--- config.mk ---
export PLATFORM = sky130hd
export DESIGN_NAME = bit_shift_flag_unit
export DESIGN_NICKNAME = d
export VERILOG_FILES = /design/src/include/bit_shift_flag_pkg.sv /design/src/rtl/bit_shift_flag_unit.sv /design/src/rtl/io_space_mem.sv
export SDC_FILE = /design/constraint.sdc
export NUM_CORES = 1
export LEC_CHECK = 0
export BUFFER_PORTS_ARGS = -buffer_cell sky130_fd_sc_hd__buf_4
export CAP_MARGIN = 10
export CORE_UTILIZATION = 60
export CTS_CLUSTER_SIZE = 24
export DETAILED_ROUTE_END_ITERATION = 7
export PLACE_DENSITY = 0.8
export SYNTH_ARGS = -nofsm -noshare
export SYNTH_HDL_FRONTEND = slang
export SYNTH_HIERARCHICAL = 1
export SYNTH_SLANG_ARGS = --single-unit
export TNS_END_PERCENT = 30
--- constraint.sdc ---
create_clock -name ref_clk -period 3.7 [get_ports ref_clk]
set_clock_uncertainty 0.1 [all_clocks]
set_input_delay 0.555 -clock ref_clk [delete_from_list [all_inputs] [get_ports ref_clk]]
set_output_delay 0.555 -clock ref_clk [all_outputs]
set_load 0.05 [all_outputs]
--- src/include/bit_shift_flag_pkg.sv ---
// Contract
// - io_bit_raise sets chosen I/O register bit, no flag change, two cycles.
// - io_bit_lower clears chosen I/O register bit, no flag change, two cycles.
// - logical_shift_left shifts up, zero into bit 0, updates Z C N V.
// - logical_shift_right shifts down, zero into bit 7, updates Z C N V.
// - rotate_left_via_carry: old carry to bit 0, bit 7 to carry, Z C N V.
// - rotate_right_via_carry: old carry to bit 7, bit 0 to carry, Z C N V.
// - arithmetic_shift_right moves bits 7..1 into 6..0, updates Z C N V, one cycle.
// - nibble exchange swaps register halves in one cycle, flags untouched.
// - status_bit_raise/lower write the selected flag bit only, one cycle.
// - register_bit_to_transfer_flag copies chosen source bit into T, one cycle.
// - transfer_flag_to_register_bit copies T into chosen bit, flags unchanged.
// - carry_raise and carry_lower write only C in one cycle.
// - negative and zero raise/lower write only the named flag, one cycle.
// - interrupts_on/off write only the global interrupt enable, one cycle.
// - sign_test_raise/lower write only S in one cycle.
// - overflow_raise/lower write only V in one cycle.
// - half_carry_raise writes one into H, other flags unchanged.
package bit_shift_flag_pkg;

  localparam int         DATA_W    = 8;
  localparam int         IO_ADDR_W = 6;
  localparam int         IO_DEPTH  = 64;
  localparam logic [2:0] FLAG_C    = 3'h0;
  localparam logic [2:0] FLAG_Z    = 3'h1;
  localparam logic [2:0] FLAG_N    = 3'h2;
  localparam logic [2:0] FLAG_V    = 3'h3;
  localparam logic [2:0] FLAG_S    = 3'h4;
  localparam logic [2:0] FLAG_H    = 3'h5;
  localparam logic [2:0] FLAG_T    = 3'h6;
  localparam logic [2:0] FLAG_I    = 3'h7;
  localparam logic [7:0] FLAGS_RESET = 8'h00;
  localparam logic [7:0] DATA_RESET  = 8'h00;

  typedef enum logic [4:0] {
    OP_NONE,
    OP_IO_BIT_RAISE,
    OP_IO_BIT_LOWER,
    OP_LOGICAL_SHIFT_LEFT,
    OP_LOGICAL_SHIFT_RIGHT,
    OP_ROTATE_LEFT_VIA_CARRY,
    OP_ROTATE_RIGHT_VIA_CARRY,
    OP_ARITHMETIC_SHIFT_RIGHT,
    OP_NIBBLE_SWAP,
    OP_STATUS_BIT_RAISE,
    OP_STATUS_BIT_LOWER,
    OP_REGISTER_BIT_TO_TRANSFER_FLAG,
    OP_TRANSFER_FLAG_TO_REGISTER_BIT,
    OP_CARRY_RAISE,
    OP_CARRY_LOWER,
    OP_NEGATIVE_RAISE,
    OP_NEGATIVE_LOWER,
    OP_ZERO_RAISE,
    OP_ZERO_LOWER,
    OP_INTERRUPTS_ON,
    OP_INTERRUPTS_OFF,
    OP_SIGN_TEST_RAISE,
    OP_SIGN_TEST_LOWER,
    OP_OVERFLOW_RAISE,
    OP_OVERFLOW_LOWER,
    OP_TRANSFER_FLAG_RAISE,
    OP_TRANSFER_FLAG_LOWER,
    OP_HALF_CARRY_RAISE
  } op_e;

  typedef struct packed {
    op_e                  op;
    logic [2:0]           bit_sel;
    logic [IO_ADDR_W-1:0] io_addr;
    logic [DATA_W-1:0]    rd_value;
    logic [DATA_W-1:0]    rr_value;
  } instr_s;

  typedef struct packed {
    logic              write;
    logic [DATA_W-1:0] value;
  } reg_result_s;

endpackage

--- src/rtl/bit_shift_flag_unit.sv ---
`timescale 1ns/10ps
module bit_shift_flag_unit
  import bit_shift_flag_pkg::*;
(
  input  wire logic                 ref_clk,      // Core clock, 40 MHz
  input  wire logic                 resetn,       // Async reset, active low
  input  wire logic                 instr_valid,  // Instruction offered
  input  wire instr_s               instr,        // Decoded instruction and operands
  input  wire logic [IO_ADDR_W-1:0] peek_addr,    // I/O space observation address
  output logic                      ready,        // Instruction can be taken
  output logic      [DATA_W-1:0]    flags,        // Processor flag register
  output reg_result_s               result,       // Register write-back
  output logic                      io_done,      // I/O bit update written
  output logic      [DATA_W-1:0]    peek_data     // I/O byte at peek_addr
);

  typedef enum logic {ST_IDLE, ST_IO_WRITE} state_e;

  state_e               state_reg,    state_next;
  logic                 ready_reg,    ready_next;
  logic [DATA_W-1:0]    flags_reg,    flags_next;
  reg_result_s          result_reg,   result_next;
  logic                 io_done_reg,  io_done_next;
  logic [IO_ADDR_W-1:0] io_addr_reg,  io_addr_next;
  logic [2:0]           io_bit_reg,   io_bit_next;
  logic                 io_val_reg,   io_val_next;

  logic                 take;
  logic [IO_ADDR_W-1:0] mem_rd_addr;
  logic [DATA_W-1:0]    mem_rd_data;
  logic                 mem_wr_en;
  logic [DATA_W-1:0]    mem_wr_data;

  function automatic logic [7:0] put_bit(input logic [7:0] v, input logic [2:0] idx,
                                         input logic b);
    logic [7:0] r;
    r      = v;
    r[idx] = b;
    return r;
  endfunction

  // Z C N V from a shift result; V is N xor C as for every shift
  function automatic logic [7:0] shift_flags(input logic [7:0] f, input logic [7:0] res,
                                             input logic c);
    logic [7:0] r;
    r         = f;
    r[FLAG_Z] = (res == 8'h00);
    r[FLAG_C] = c;
    r[FLAG_N] = res[7];
    r[FLAG_V] = res[7] ^ c;
    return r;
  endfunction

  assign take    = instr_valid && ready_reg;
  assign ready   = ready_reg;
  assign flags   = flags_reg;
  assign result  = result_reg;
  assign io_done = io_done_reg;

  // Read port is lent to the peek path whenever no I/O update is starting
  assign mem_rd_addr = (take && (instr.op == OP_IO_BIT_RAISE || instr.op == OP_IO_BIT_LOWER))
                       ? instr.io_addr : peek_addr;
  assign mem_wr_en   = (state_reg == ST_IO_WRITE);
  assign mem_wr_data = put_bit(mem_rd_data, io_bit_reg, io_val_reg);

  io_space_mem u_io_space_mem (
    .ref_clk (ref_clk),
    .resetn  (resetn),
    .rd_addr (mem_rd_addr),
    .rd_data (mem_rd_data),
    .wr_en   (mem_wr_en),
    .wr_addr (io_addr_reg),
    .wr_data (mem_wr_data)
  );

  // Peek data mirrors the memory read register; holds the old byte at io_addr_reg in ST_IO_WRITE, stale data the cycle after
  assign peek_data = mem_rd_data;

  always_comb begin
    state_next   = state_reg;
    ready_next   = ready_reg;
    flags_next   = flags_reg;
    result_next  = '{write: 1'b0, value: result_reg.value};
    io_done_next = 1'b0;
    io_addr_next = io_addr_reg;
    io_bit_next  = io_bit_reg;
    io_val_next  = io_val_reg;
    case (state_reg)
      ST_IDLE: begin
        if (take) begin
          case (instr.op)
            OP_IO_BIT_RAISE, OP_IO_BIT_LOWER: begin
              // Read this cycle, write the next: two cycles, flags untouched
              io_addr_next = instr.io_addr;
              io_bit_next  = instr.bit_sel;
              io_val_next  = (instr.op == OP_IO_BIT_RAISE);
              ready_next   = 1'b0;
              state_next   = ST_IO_WRITE;
            end
            OP_LOGICAL_SHIFT_LEFT: begin
              result_next = '{write: 1'b1, value: {instr.rd_value[6:0], 1'b0}};
              flags_next  = shift_flags(flags_reg, {instr.rd_value[6:0], 1'b0},
                                        instr.rd_value[7]);
            end
            OP_LOGICAL_SHIFT_RIGHT: begin
              result_next = '{write: 1'b1, value: {1'b0, instr.rd_value[7:1]}};
              flags_next  = shift_flags(flags_reg, {1'b0, instr.rd_value[7:1]},
                                        instr.rd_value[0]);
            end
            OP_ROTATE_LEFT_VIA_CARRY: begin
              result_next = '{write: 1'b1,
                              value: {instr.rd_value[6:0], flags_reg[FLAG_C]}};
              flags_next  = shift_flags(flags_reg, {instr.rd_value[6:0], flags_reg[FLAG_C]},
                                        instr.rd_value[7]);
            end
            OP_ROTATE_RIGHT_VIA_CARRY: begin
              result_next = '{write: 1'b1,
                              value: {flags_reg[FLAG_C], instr.rd_value[7:1]}};
              flags_next  = shift_flags(flags_reg, {flags_reg[FLAG_C], instr.rd_value[7:1]},
                                        instr.rd_value[0]);
            end
            OP_ARITHMETIC_SHIFT_RIGHT: begin
              result_next = '{write: 1'b1,
                              value: {instr.rd_value[7], instr.rd_value[7:1]}};
              flags_next  = shift_flags(flags_reg, {instr.rd_value[7], instr.rd_value[7:1]},
                                        instr.rd_value[0]);
            end
            OP_NIBBLE_SWAP: begin
              result_next = '{write: 1'b1,
                              value: {instr.rd_value[3:0], instr.rd_value[7:4]}};
            end
            OP_STATUS_BIT_RAISE: begin
              flags_next = put_bit(flags_reg, instr.bit_sel, 1'b1);
            end
            OP_STATUS_BIT_LOWER: begin
              flags_next = put_bit(flags_reg, instr.bit_sel, 1'b0);
            end
            OP_REGISTER_BIT_TO_TRANSFER_FLAG: begin
              flags_next = put_bit(flags_reg, FLAG_T, instr.rr_value[instr.bit_sel]);
            end
            OP_TRANSFER_FLAG_TO_REGISTER_BIT: begin
              result_next = '{write: 1'b1,
                              value: put_bit(instr.rd_value, instr.bit_sel,
                                             flags_reg[FLAG_T])};
            end
            OP_CARRY_RAISE:         flags_next = put_bit(flags_reg, FLAG_C, 1'b1);
            OP_CARRY_LOWER:         flags_next = put_bit(flags_reg, FLAG_C, 1'b0);
            OP_NEGATIVE_RAISE:      flags_next = put_bit(flags_reg, FLAG_N, 1'b1);
            OP_NEGATIVE_LOWER:      flags_next = put_bit(flags_reg, FLAG_N, 1'b0);
            OP_ZERO_RAISE:          flags_next = put_bit(flags_reg, FLAG_Z, 1'b1);
            OP_ZERO_LOWER:          flags_next = put_bit(flags_reg, FLAG_Z, 1'b0);
            OP_INTERRUPTS_ON:       flags_next = put_bit(flags_reg, FLAG_I, 1'b1);
            OP_INTERRUPTS_OFF:      flags_next = put_bit(flags_reg, FLAG_I, 1'b0);
            OP_SIGN_TEST_RAISE:     flags_next = put_bit(flags_reg, FLAG_S, 1'b1);
            OP_SIGN_TEST_LOWER:     flags_next = put_bit(flags_reg, FLAG_S, 1'b0);
            OP_OVERFLOW_RAISE:      flags_next = put_bit(flags_reg, FLAG_V, 1'b1);
            OP_OVERFLOW_LOWER:      flags_next = put_bit(flags_reg, FLAG_V, 1'b0);
            OP_TRANSFER_FLAG_RAISE: flags_next = put_bit(flags_reg, FLAG_T, 1'b1);
            OP_TRANSFER_FLAG_LOWER: flags_next = put_bit(flags_reg, FLAG_T, 1'b0);
            OP_HALF_CARRY_RAISE:    flags_next = put_bit(flags_reg, FLAG_H, 1'b1);
            default: begin
              flags_next = flags_reg;
            end
          endcase
        end
      end
      ST_IO_WRITE: begin
        io_done_next = 1'b1;
        ready_next   = 1'b1;
        state_next   = ST_IDLE;
      end
      default: begin
        state_next = ST_IDLE;
        ready_next = 1'b1;
      end
    endcase
  end

  always_ff @(posedge ref_clk or negedge resetn) begin
    if (!resetn) begin
      state_reg   <= ST_IDLE;
      ready_reg   <= 1'b1;
      flags_reg   <= FLAGS_RESET;
      result_reg  <= '{write: 1'b0, value: DATA_RESET};
      io_done_reg <= 1'b0;
      io_addr_reg <= '0;
      io_bit_reg  <= 3'h0;
      io_val_reg  <= 1'b0;
    end else begin
      state_reg   <= state_next;
      ready_reg   <= ready_next;
      flags_reg   <= flags_next;
      result_reg  <= result_next;
      io_done_reg <= io_done_next;
      io_addr_reg <= io_addr_next;
      io_bit_reg  <= io_bit_next;
      io_val_reg  <= io_val_next;
    end
  end

endmodule // bit_shift_flag_unit

--- src/rtl/io_space_mem.sv ---
`timescale 1ns/10ps
module io_space_mem
  import bit_shift_flag_pkg::*;
(
  input  wire logic                 ref_clk,  // Core clock
  input  wire logic                 resetn,   // Async reset, active low
  input  wire logic [IO_ADDR_W-1:0] rd_addr,  // Read address
  output logic      [DATA_W-1:0]    rd_data,  // Registered read data
  input  wire logic                 wr_en,    // Write strobe
  input  wire logic [IO_ADDR_W-1:0] wr_addr,  // Write address
  input  wire logic [DATA_W-1:0]    wr_data   // Write data
);

  logic [DATA_W-1:0] mem [IO_DEPTH];
  logic [DATA_W-1:0] rd_data_reg;

  assign rd_data = rd_data_reg;

  // Array itself has no reset; contents are undefined until written
  always_ff @(posedge ref_clk) begin
    if (wr_en) begin
      mem[wr_addr] <= wr_data;
    end
  end

  always_ff @(posedge ref_clk or negedge resetn) begin
    if (!resetn) begin
      rd_data_reg <= DATA_RESET;
    end else begin
      rd_data_reg <= mem[rd_addr];
    end
  end

endmodule // io_space_mem
==> results of run 1 <==
layer usage:
metal | GRT usage | vias up
li1 | - | 5286
met1 | 0.403 | 6534
met2 | 0.467 | 834
met3 | 0.0469 | 144
met4 | 0.111 | 0
met5 | 0 | -
through the flow:
step	setup WS, ps	instance area (sq um)
after floorplan	272	22700
after global placement	67.9	24200
after detailed placement	32.8	24200
after CTS	321	26000
after global routing	245	26000
final	313	26000
final cells by class:
| class | instances | area, sq um |
|---|---|---|
| Antenna cell | 1 | 2.50 |
| Clock buffer | 63 | 1390 |
| Inverter | 8 | 30.0 |
| Timing Repair Buffer | 149 | 1260 |
| Fill cell | 2206 | 11000 |
| Multi-Input combinational cell | 599 | 5930 |
| Sequential cell | 550 | 16300 |
| Clock inverter | 36 | 404 |
| Tap cell | 504 | 631 |
power by group:
part / switching [uW] / total, uW / internal, uW
clock network: 2310 / 5560 / 3250
registers: 151 / 7320 / 7170
logic: 1110 / 1650 / 540
total: 3570 / 14500 / 11000
path summary, 6_finish.rpt:
path | cells past startpoint | startpoint | end
worst max-delay path | 12 | ready | u_io_space_mem/rd_data[6]
worst min-delay path | 2 | instr[18] | io_addr_reg[2]
worst max register to register | 12 | ready | u_io_space_mem/rd_data[6]
worst min register to register | 2 | result[7] | result[7]
max in group asynchronous | 2 | resetn | io_addr_reg[4]
min in group asynchronous | 2 | resetn | flags[4]
placed cells by master (no fill, tap or decap), types with 7 or more instances in the layout:
master / count
clkbuf_16: 54
a221oi_1: 7
buf_12: 11
a21oi_1: 20
nand3b_1: 9
nor2_1: 109
buf_4: 137
o21ai_0: 18
a211oi_1: 7
clkinv_2: 11
dfrtp_1: 37
mux2i_1: 36
inv_1: 7
nor2b_1: 17
nand2_1: 41
edfxtp_1: 512
nor3_1: 20
nand2b_1: 8
bufinv_16: 8
mux2_2: 38
mux4_2: 126
clkbuf_1: 9
nand3_1: 24
clkinv_1: 12
o221ai_1: 10
o22ai_1: 11
worst register-to-register path, cell delays in order (launching register included):
cell	delay (ps)
dfstp_2	580
nand2_1	120
nor4_4	150
buf_4	210
mux2_8	470
buf_12	220
mux4_2	360
nor2_1	50
nor4_1	390
buf_4	190
nor3_1	40
buf_4	140
o32ai_1	270
timing repair:
item / CTS / global route
hold buffers: 1 / 0
endpoints found under the setup margin: 0 / 0
hold endpoints to repair: 37 / 0
cells by family (layout without fill, tap and decap cells):
kind of cell | count (synthesis) | count (layout) | synth area share
other | 0 | 1 | 0
flip-flops | 550 | 550 | 0.718
multiplexers | 203 | 203 | 0.161
XOR/XNOR | 5 | 5 | 0.00193
AND/OR/NAND/NOR | 261 | 261 | 0.0555
buffers and inverters | 88 | 256 | 0.0226
AO/OA/AOI/OAI | 130 | 130 | 0.0412
==> run_results.csv, run 1 <==
group,metric,value,unit
setup_path,crit_path_start_kind,"register",
yosys,async_reset_ff_frac,0.0691,
detailed_routing,ant_nets,0,
detailed_routing,avgViaCountPerCell,6.70,
outcome,status,"completed",
global_route,grt_use_total,0.289,
floorplan,core_area,37000,sq um
yosys,synth_cell_type_count,69,
placed_design,place_inst,1809,
clocking,cts_max_path_buffers,3,
setup_path,crit_path_frequent_cell,"buf_4",
placed_design,finalWeightedCongestion,0.929,
layout,finish.utilization,0.702,
sta,worst_pin_slew,1150,ps
clocking,clk_pin_slew,70,ps
clocking,cts-root-buf,"clkbuf_16",
power_and_ir_drop,leakagePower,0.00861,uW
yosys,synth_common_cells,"edfxtp_1, mux4_2, nor2_1",
placed_design,io_buffers,65,
sta,rsz0062_at_grt,"false",
layout,largest_register_ff_count,512,
sta,slew_viol_final,0,
sta,fmax,0.295,GHz
global_route,grt_max_degree,65,
clocking,ctsResizeCount,0,
yosys,seq_area_frac_synth,0.718,
yosys,ys_warn_count,6,
floorplan,dieHeight,197,um
setup_path,cp_slowest_cell,"dfstp_2",
yosys,ys_dominant_reg_cell,"edfxtp_1",
sta,hold_ws,86.8,ps
clocking,cts_tree,"yes",
floorplan,die_w,197,um
global_route,globalRoute.totalOverflow,0,
detailed_routing,top_layer,"met4",
yosys,syn_area,22700,sq um
detailed_routing,vias,12800,
yosys,synth.most_common_cell,"edfxtp_1",
floorplan,initial_core_util,0.615,
yosys,synth_cells,1237,
setup_path,max_stage_delay,580,ps
global_route,grt_pass1_vias,12700,
floorplan,rows,70,
floorplan,die-area,38700,sq um
sta,setup_viol,0,
sta,maxSlewHeadroom,0.232,
detailed_routing,dr.first_iter.drc_count,1550,
setup_path,regToRegSetupSlack,310,ps
sta,fin_crit_sh,0.915,
setup_path,critPathKind,"register to register",
setup_path,arrival,3790,ps
clocking,h-tree-depth,2,
layout,layout-drive-gt1-share,0.291,
yosys,avgSynthCellArea,18.4,sq um
global_route,grt_pass1_wl,80600,um
clocking,clock_latency,620,ps
detailed_routing,drt-total-wl,54000,um
setup_path,path_cells,"nand2_1 > nor4_4 > buf_4 > mux2_8 > buf_12 > mux4_2 > nor2_1 > nor4_1 > buf_4 > nor3_1 > buf_4 > o32ai_1",
power_and_ir_drop,p_per_area,559,nW/um^2
power_and_ir_drop,peakVddDrop,493,uV
global_route,antenna_found_initial,0,
setup_path,cp-end-kind,"register",
detailed_routing,wl_met3,5500,um
setup_path,critPathTopFamily,"multiplexers",
run,drv_cap,0,
layout,stdcell_count,1910,
min_path,hp-class,"primary input to register",
setup_path,cp_max_fo,29,
layout,final_nets,1400,
yosys,synth_top_area_cell,"edfxtp_1",
placed_design,dpl.hpwl,34000,um
setup_path,required,4100,ps
setup_path,path_buf_inv,4,
yosys,synth_seq_cells,550,
detailed_routing,drtPass1Iterations,5,
sta,timing.setup.tns,0,ps
yosys,syn-num-nets,1276,
clocking,numClockSinks,550,
clocking,cts_setup_buffers,0,
yosys,ys_top_cells_by_area,"edfxtp_1, mux4_2, dfrtp_1",
clocking,cts_buffers,53,
detailed_routing,wl_per_cell,28.3,um
detailed_routing,drc_errors,0,
layout,area_growth_syn_to_layout,14.2,%
detailed_routing,wl_met2,26400,um
floorplan,pin_count,66,
yosys,synth_top_area_share,0.676,
sta,final_hold_viol_count,0,
power_and_ir_drop,power,14500,uW
detailed_routing,met1_length,20200,um
sta,period_minus_slack,3390,ps
yosys,synth_edf_count,512,
(Power assumes the default switching activity.)
==> run 2, diff against run 1 <==
RECOVER_POWER = 100   (was default)
==> run 2 against run 1 <==
- the flow now finishes with violations (capacitance limit, slew limit)
- global-route usage unchanged
- non-clock buffer count unchanged
- register-to-register slack worse by 80 ps
- maximum frequency down 2.4%
- highest routed layer unchanged
- core utilization down 0.54 points
- clock-buffer cell count unchanged
- via count about the same
- critical path depth unchanged
- wire length up 0.45%
- clock power about the same
- design area down 0.78%
==> run_results.csv, run 2 (same netlist as run 1, synthesis figures left out) <==
group,metric,value,unit
sta,rsz0062_at_grt,"false",
clocking,numClockSinks,550,
global_route,globalRoute.totalOverflow,0,
clocking,h-tree-depth,2,
clocking,cts_max_path_buffers,3,
clocking,cts_buffers,53,
power_and_ir_drop,p_per_area,562,nW/um^2
detailed_routing,dr.first_iter.drc_count,1492,
placed_design,dpl.hpwl,34000,um
placed_design,placed_area,24200,sq um
layout,layout-drive-gt1-share,0.250,
floorplan,die_w,197,um
layout,layout_commonest_cell,"edfxtp_1",
power_and_ir_drop,seqPwrFrac,0.506,
clocking,ctsResizeCount,0,
setup_path,crit_path_start_kind,"register",
detailed_routing,vias,12800,
global_route,antenna_found_initial,0,
sta,period_minus_slack,3470,ps
power_and_ir_drop,power.switching,3580,uW
power_and_ir_drop,p_int,10900,uW
floorplan,core_area,37000,sq um
detailed_routing,ant_nets,0,
global_route,grt_use_total,0.289,
clocking,hold_buffers,1,
power_and_ir_drop,combPwrFrac,0.109,
setup_path,cp_max_fo,29,
setup_path,cp-end-kind,"register",
global_route,grt_pass1_wl,80600,um
floorplan,rows,70,
floorplan,initial_core_util,0.615,
detailed_routing,drtPass1Iterations,8,
layout,n_fill_cell,2257,
floorplan,pin_count,66,
outcome,violations,"capacitance limit, slew limit",
power_and_ir_drop,swShare,0.247,
detailed_routing,drc_errors,0,
layout,final_nets,1400,
clocking,clk_pin_slew,70,ps
setup_path,arrival,3870,ps
power_and_ir_drop,p_clk_frac,0.384,
layout,area_growth_syn_to_layout,13.3,%
clocking,cts_setup_buffers,0,
power_and_ir_drop,peakVddDrop,492,uV
sta,maxSlewHeadroom,-0.575,
placed_design,io_buffers,65,
floorplan,die-area,38700,sq um
detailed_routing,avgViaCountPerCell,6.70,
sta,timing.setup.tns,0,ps
power_and_ir_drop,leakagePower,0.00843,uW
global_route,grt_pass1_vias,12700,
global_route,grt_max_degree,65,
layout,largest_register_ff_count,512,
floorplan,dieHeight,197,um
sta,setup_viol,0,
clocking,cts_tree,"yes",
sta,slew_viol_final,104,
setup_path,required,4100,ps
layout,final_area,25800,sq um
sta,fin_crit_sh,0.938,
outcome,status,"finished, violations left",
min_path,hp-class,"primary input to register",
run,drv_cap,2,
clocking,clock_latency,610,ps
detailed_routing,drt-total-wl,54300,um
clocking,cts-root-buf,"clkbuf_16",
setup_path,crit_path_start,"ready",
setup_path,crit-reg2reg-launch,"ready",
setup_path,critPathKind,"register to register",
layout,mostFrequentLayoutCells,"edfxtp_1, mux4_2, nor2_1",
detailed_routing,wl_per_cell,28.4,um
sta,worst_pin_slew,2360,ps
placed_design,finalWeightedCongestion,0.929,
sta,final_hold_viol_count,0,
min_path,hold_path_startpoint,"instr[18]",
sta,fmax,0.288,GHz
-- run 2: through the flow --
| stage | hold WS, ps | util | power [uW] | worst slack [ps] | instances |
|---|---|---|---|---|---|
| 6_report | 91.2 | 0.697 | 14500 | 228 | 1910 |
| 5_1_grt | 95.8 | 0.697 | 14800 | 129 | 1909 |
| 4_1_cts | 75.2 | 0.702 | 14600 | 321 | 1909 |
| 3_5_place_dp | 373 | 0.654 | 9070 | 32.8 | 1809 |
| 3_3_place_gp | 369 | 0.654 | 9010 | 67.9 | 1809 |
| 2_1_floorplan | 159 | - | 8420 | 272 | 1237 |
-- run 2: final cells by class --
type	instances	area, sq um	area share
diodes	1	2.50	0.0000971
repair buffers	149	1070	0.0414
multi-input cells	599	5920	0.230
flip-flops and latches	550	16300	0.634
inverters	8	30.0	0.00117
clock inverters	36	404	0.0157
clock buffers	63	1390	0.0538
well taps	504	631	0.0245
-- run 2: worst max-delay path, stage by stage, from the launching register on --
cell	delay, ps
dfstp_2	580
nand2_1	110
nor4_4	150
buf_4	210
mux2_8	470
buf_6	250
mux4_2	370
nor2_1	50
nor4_1	410
buf_4	190
nor3_1	40
buf_4	140
o32ai_1	270
-- run 2: power groups by stage --
stage                     clock network (uW)  registers [uW]  logic, uW
after detailed placement                   0            7440       1630
after global placement                     0            7430       1580
final                                   5560            7330       1580
after CTS                               5610            7310       1640
after floorplan                            0            7530        893
after global routing                    5810            7340       1670
-- run 2: path summary, 6_finish.rpt --
check                                            end  slack [ps]  cells after the start
setup / recovery           u_io_space_mem/rd_data[6]         230                     12
hold / removal                        io_addr_reg[2]          90                      2
setup reg to reg           u_io_space_mem/rd_data[6]         230                     12
hold reg to reg                            result[7]         390                      2
max in group asynchronous             io_addr_reg[4]        1020                      2
min in group asynchronous                   flags[4]        1110                      2
-- run 2: per-layer routing --
layer / GRT usage / share of wire / up-vias / wire length (um)
li1: - / - / 5289 / -
met1: 0.403 / 0.38 / 6545 / 20700
met2: 0.467 / 0.48 / 814 / 26200
met3: 0.0469 / 0.097 / 148 / 5270
met4: 0.111 / 0.039 / 0 / 2090
met5: 0 / 0 / - / 0
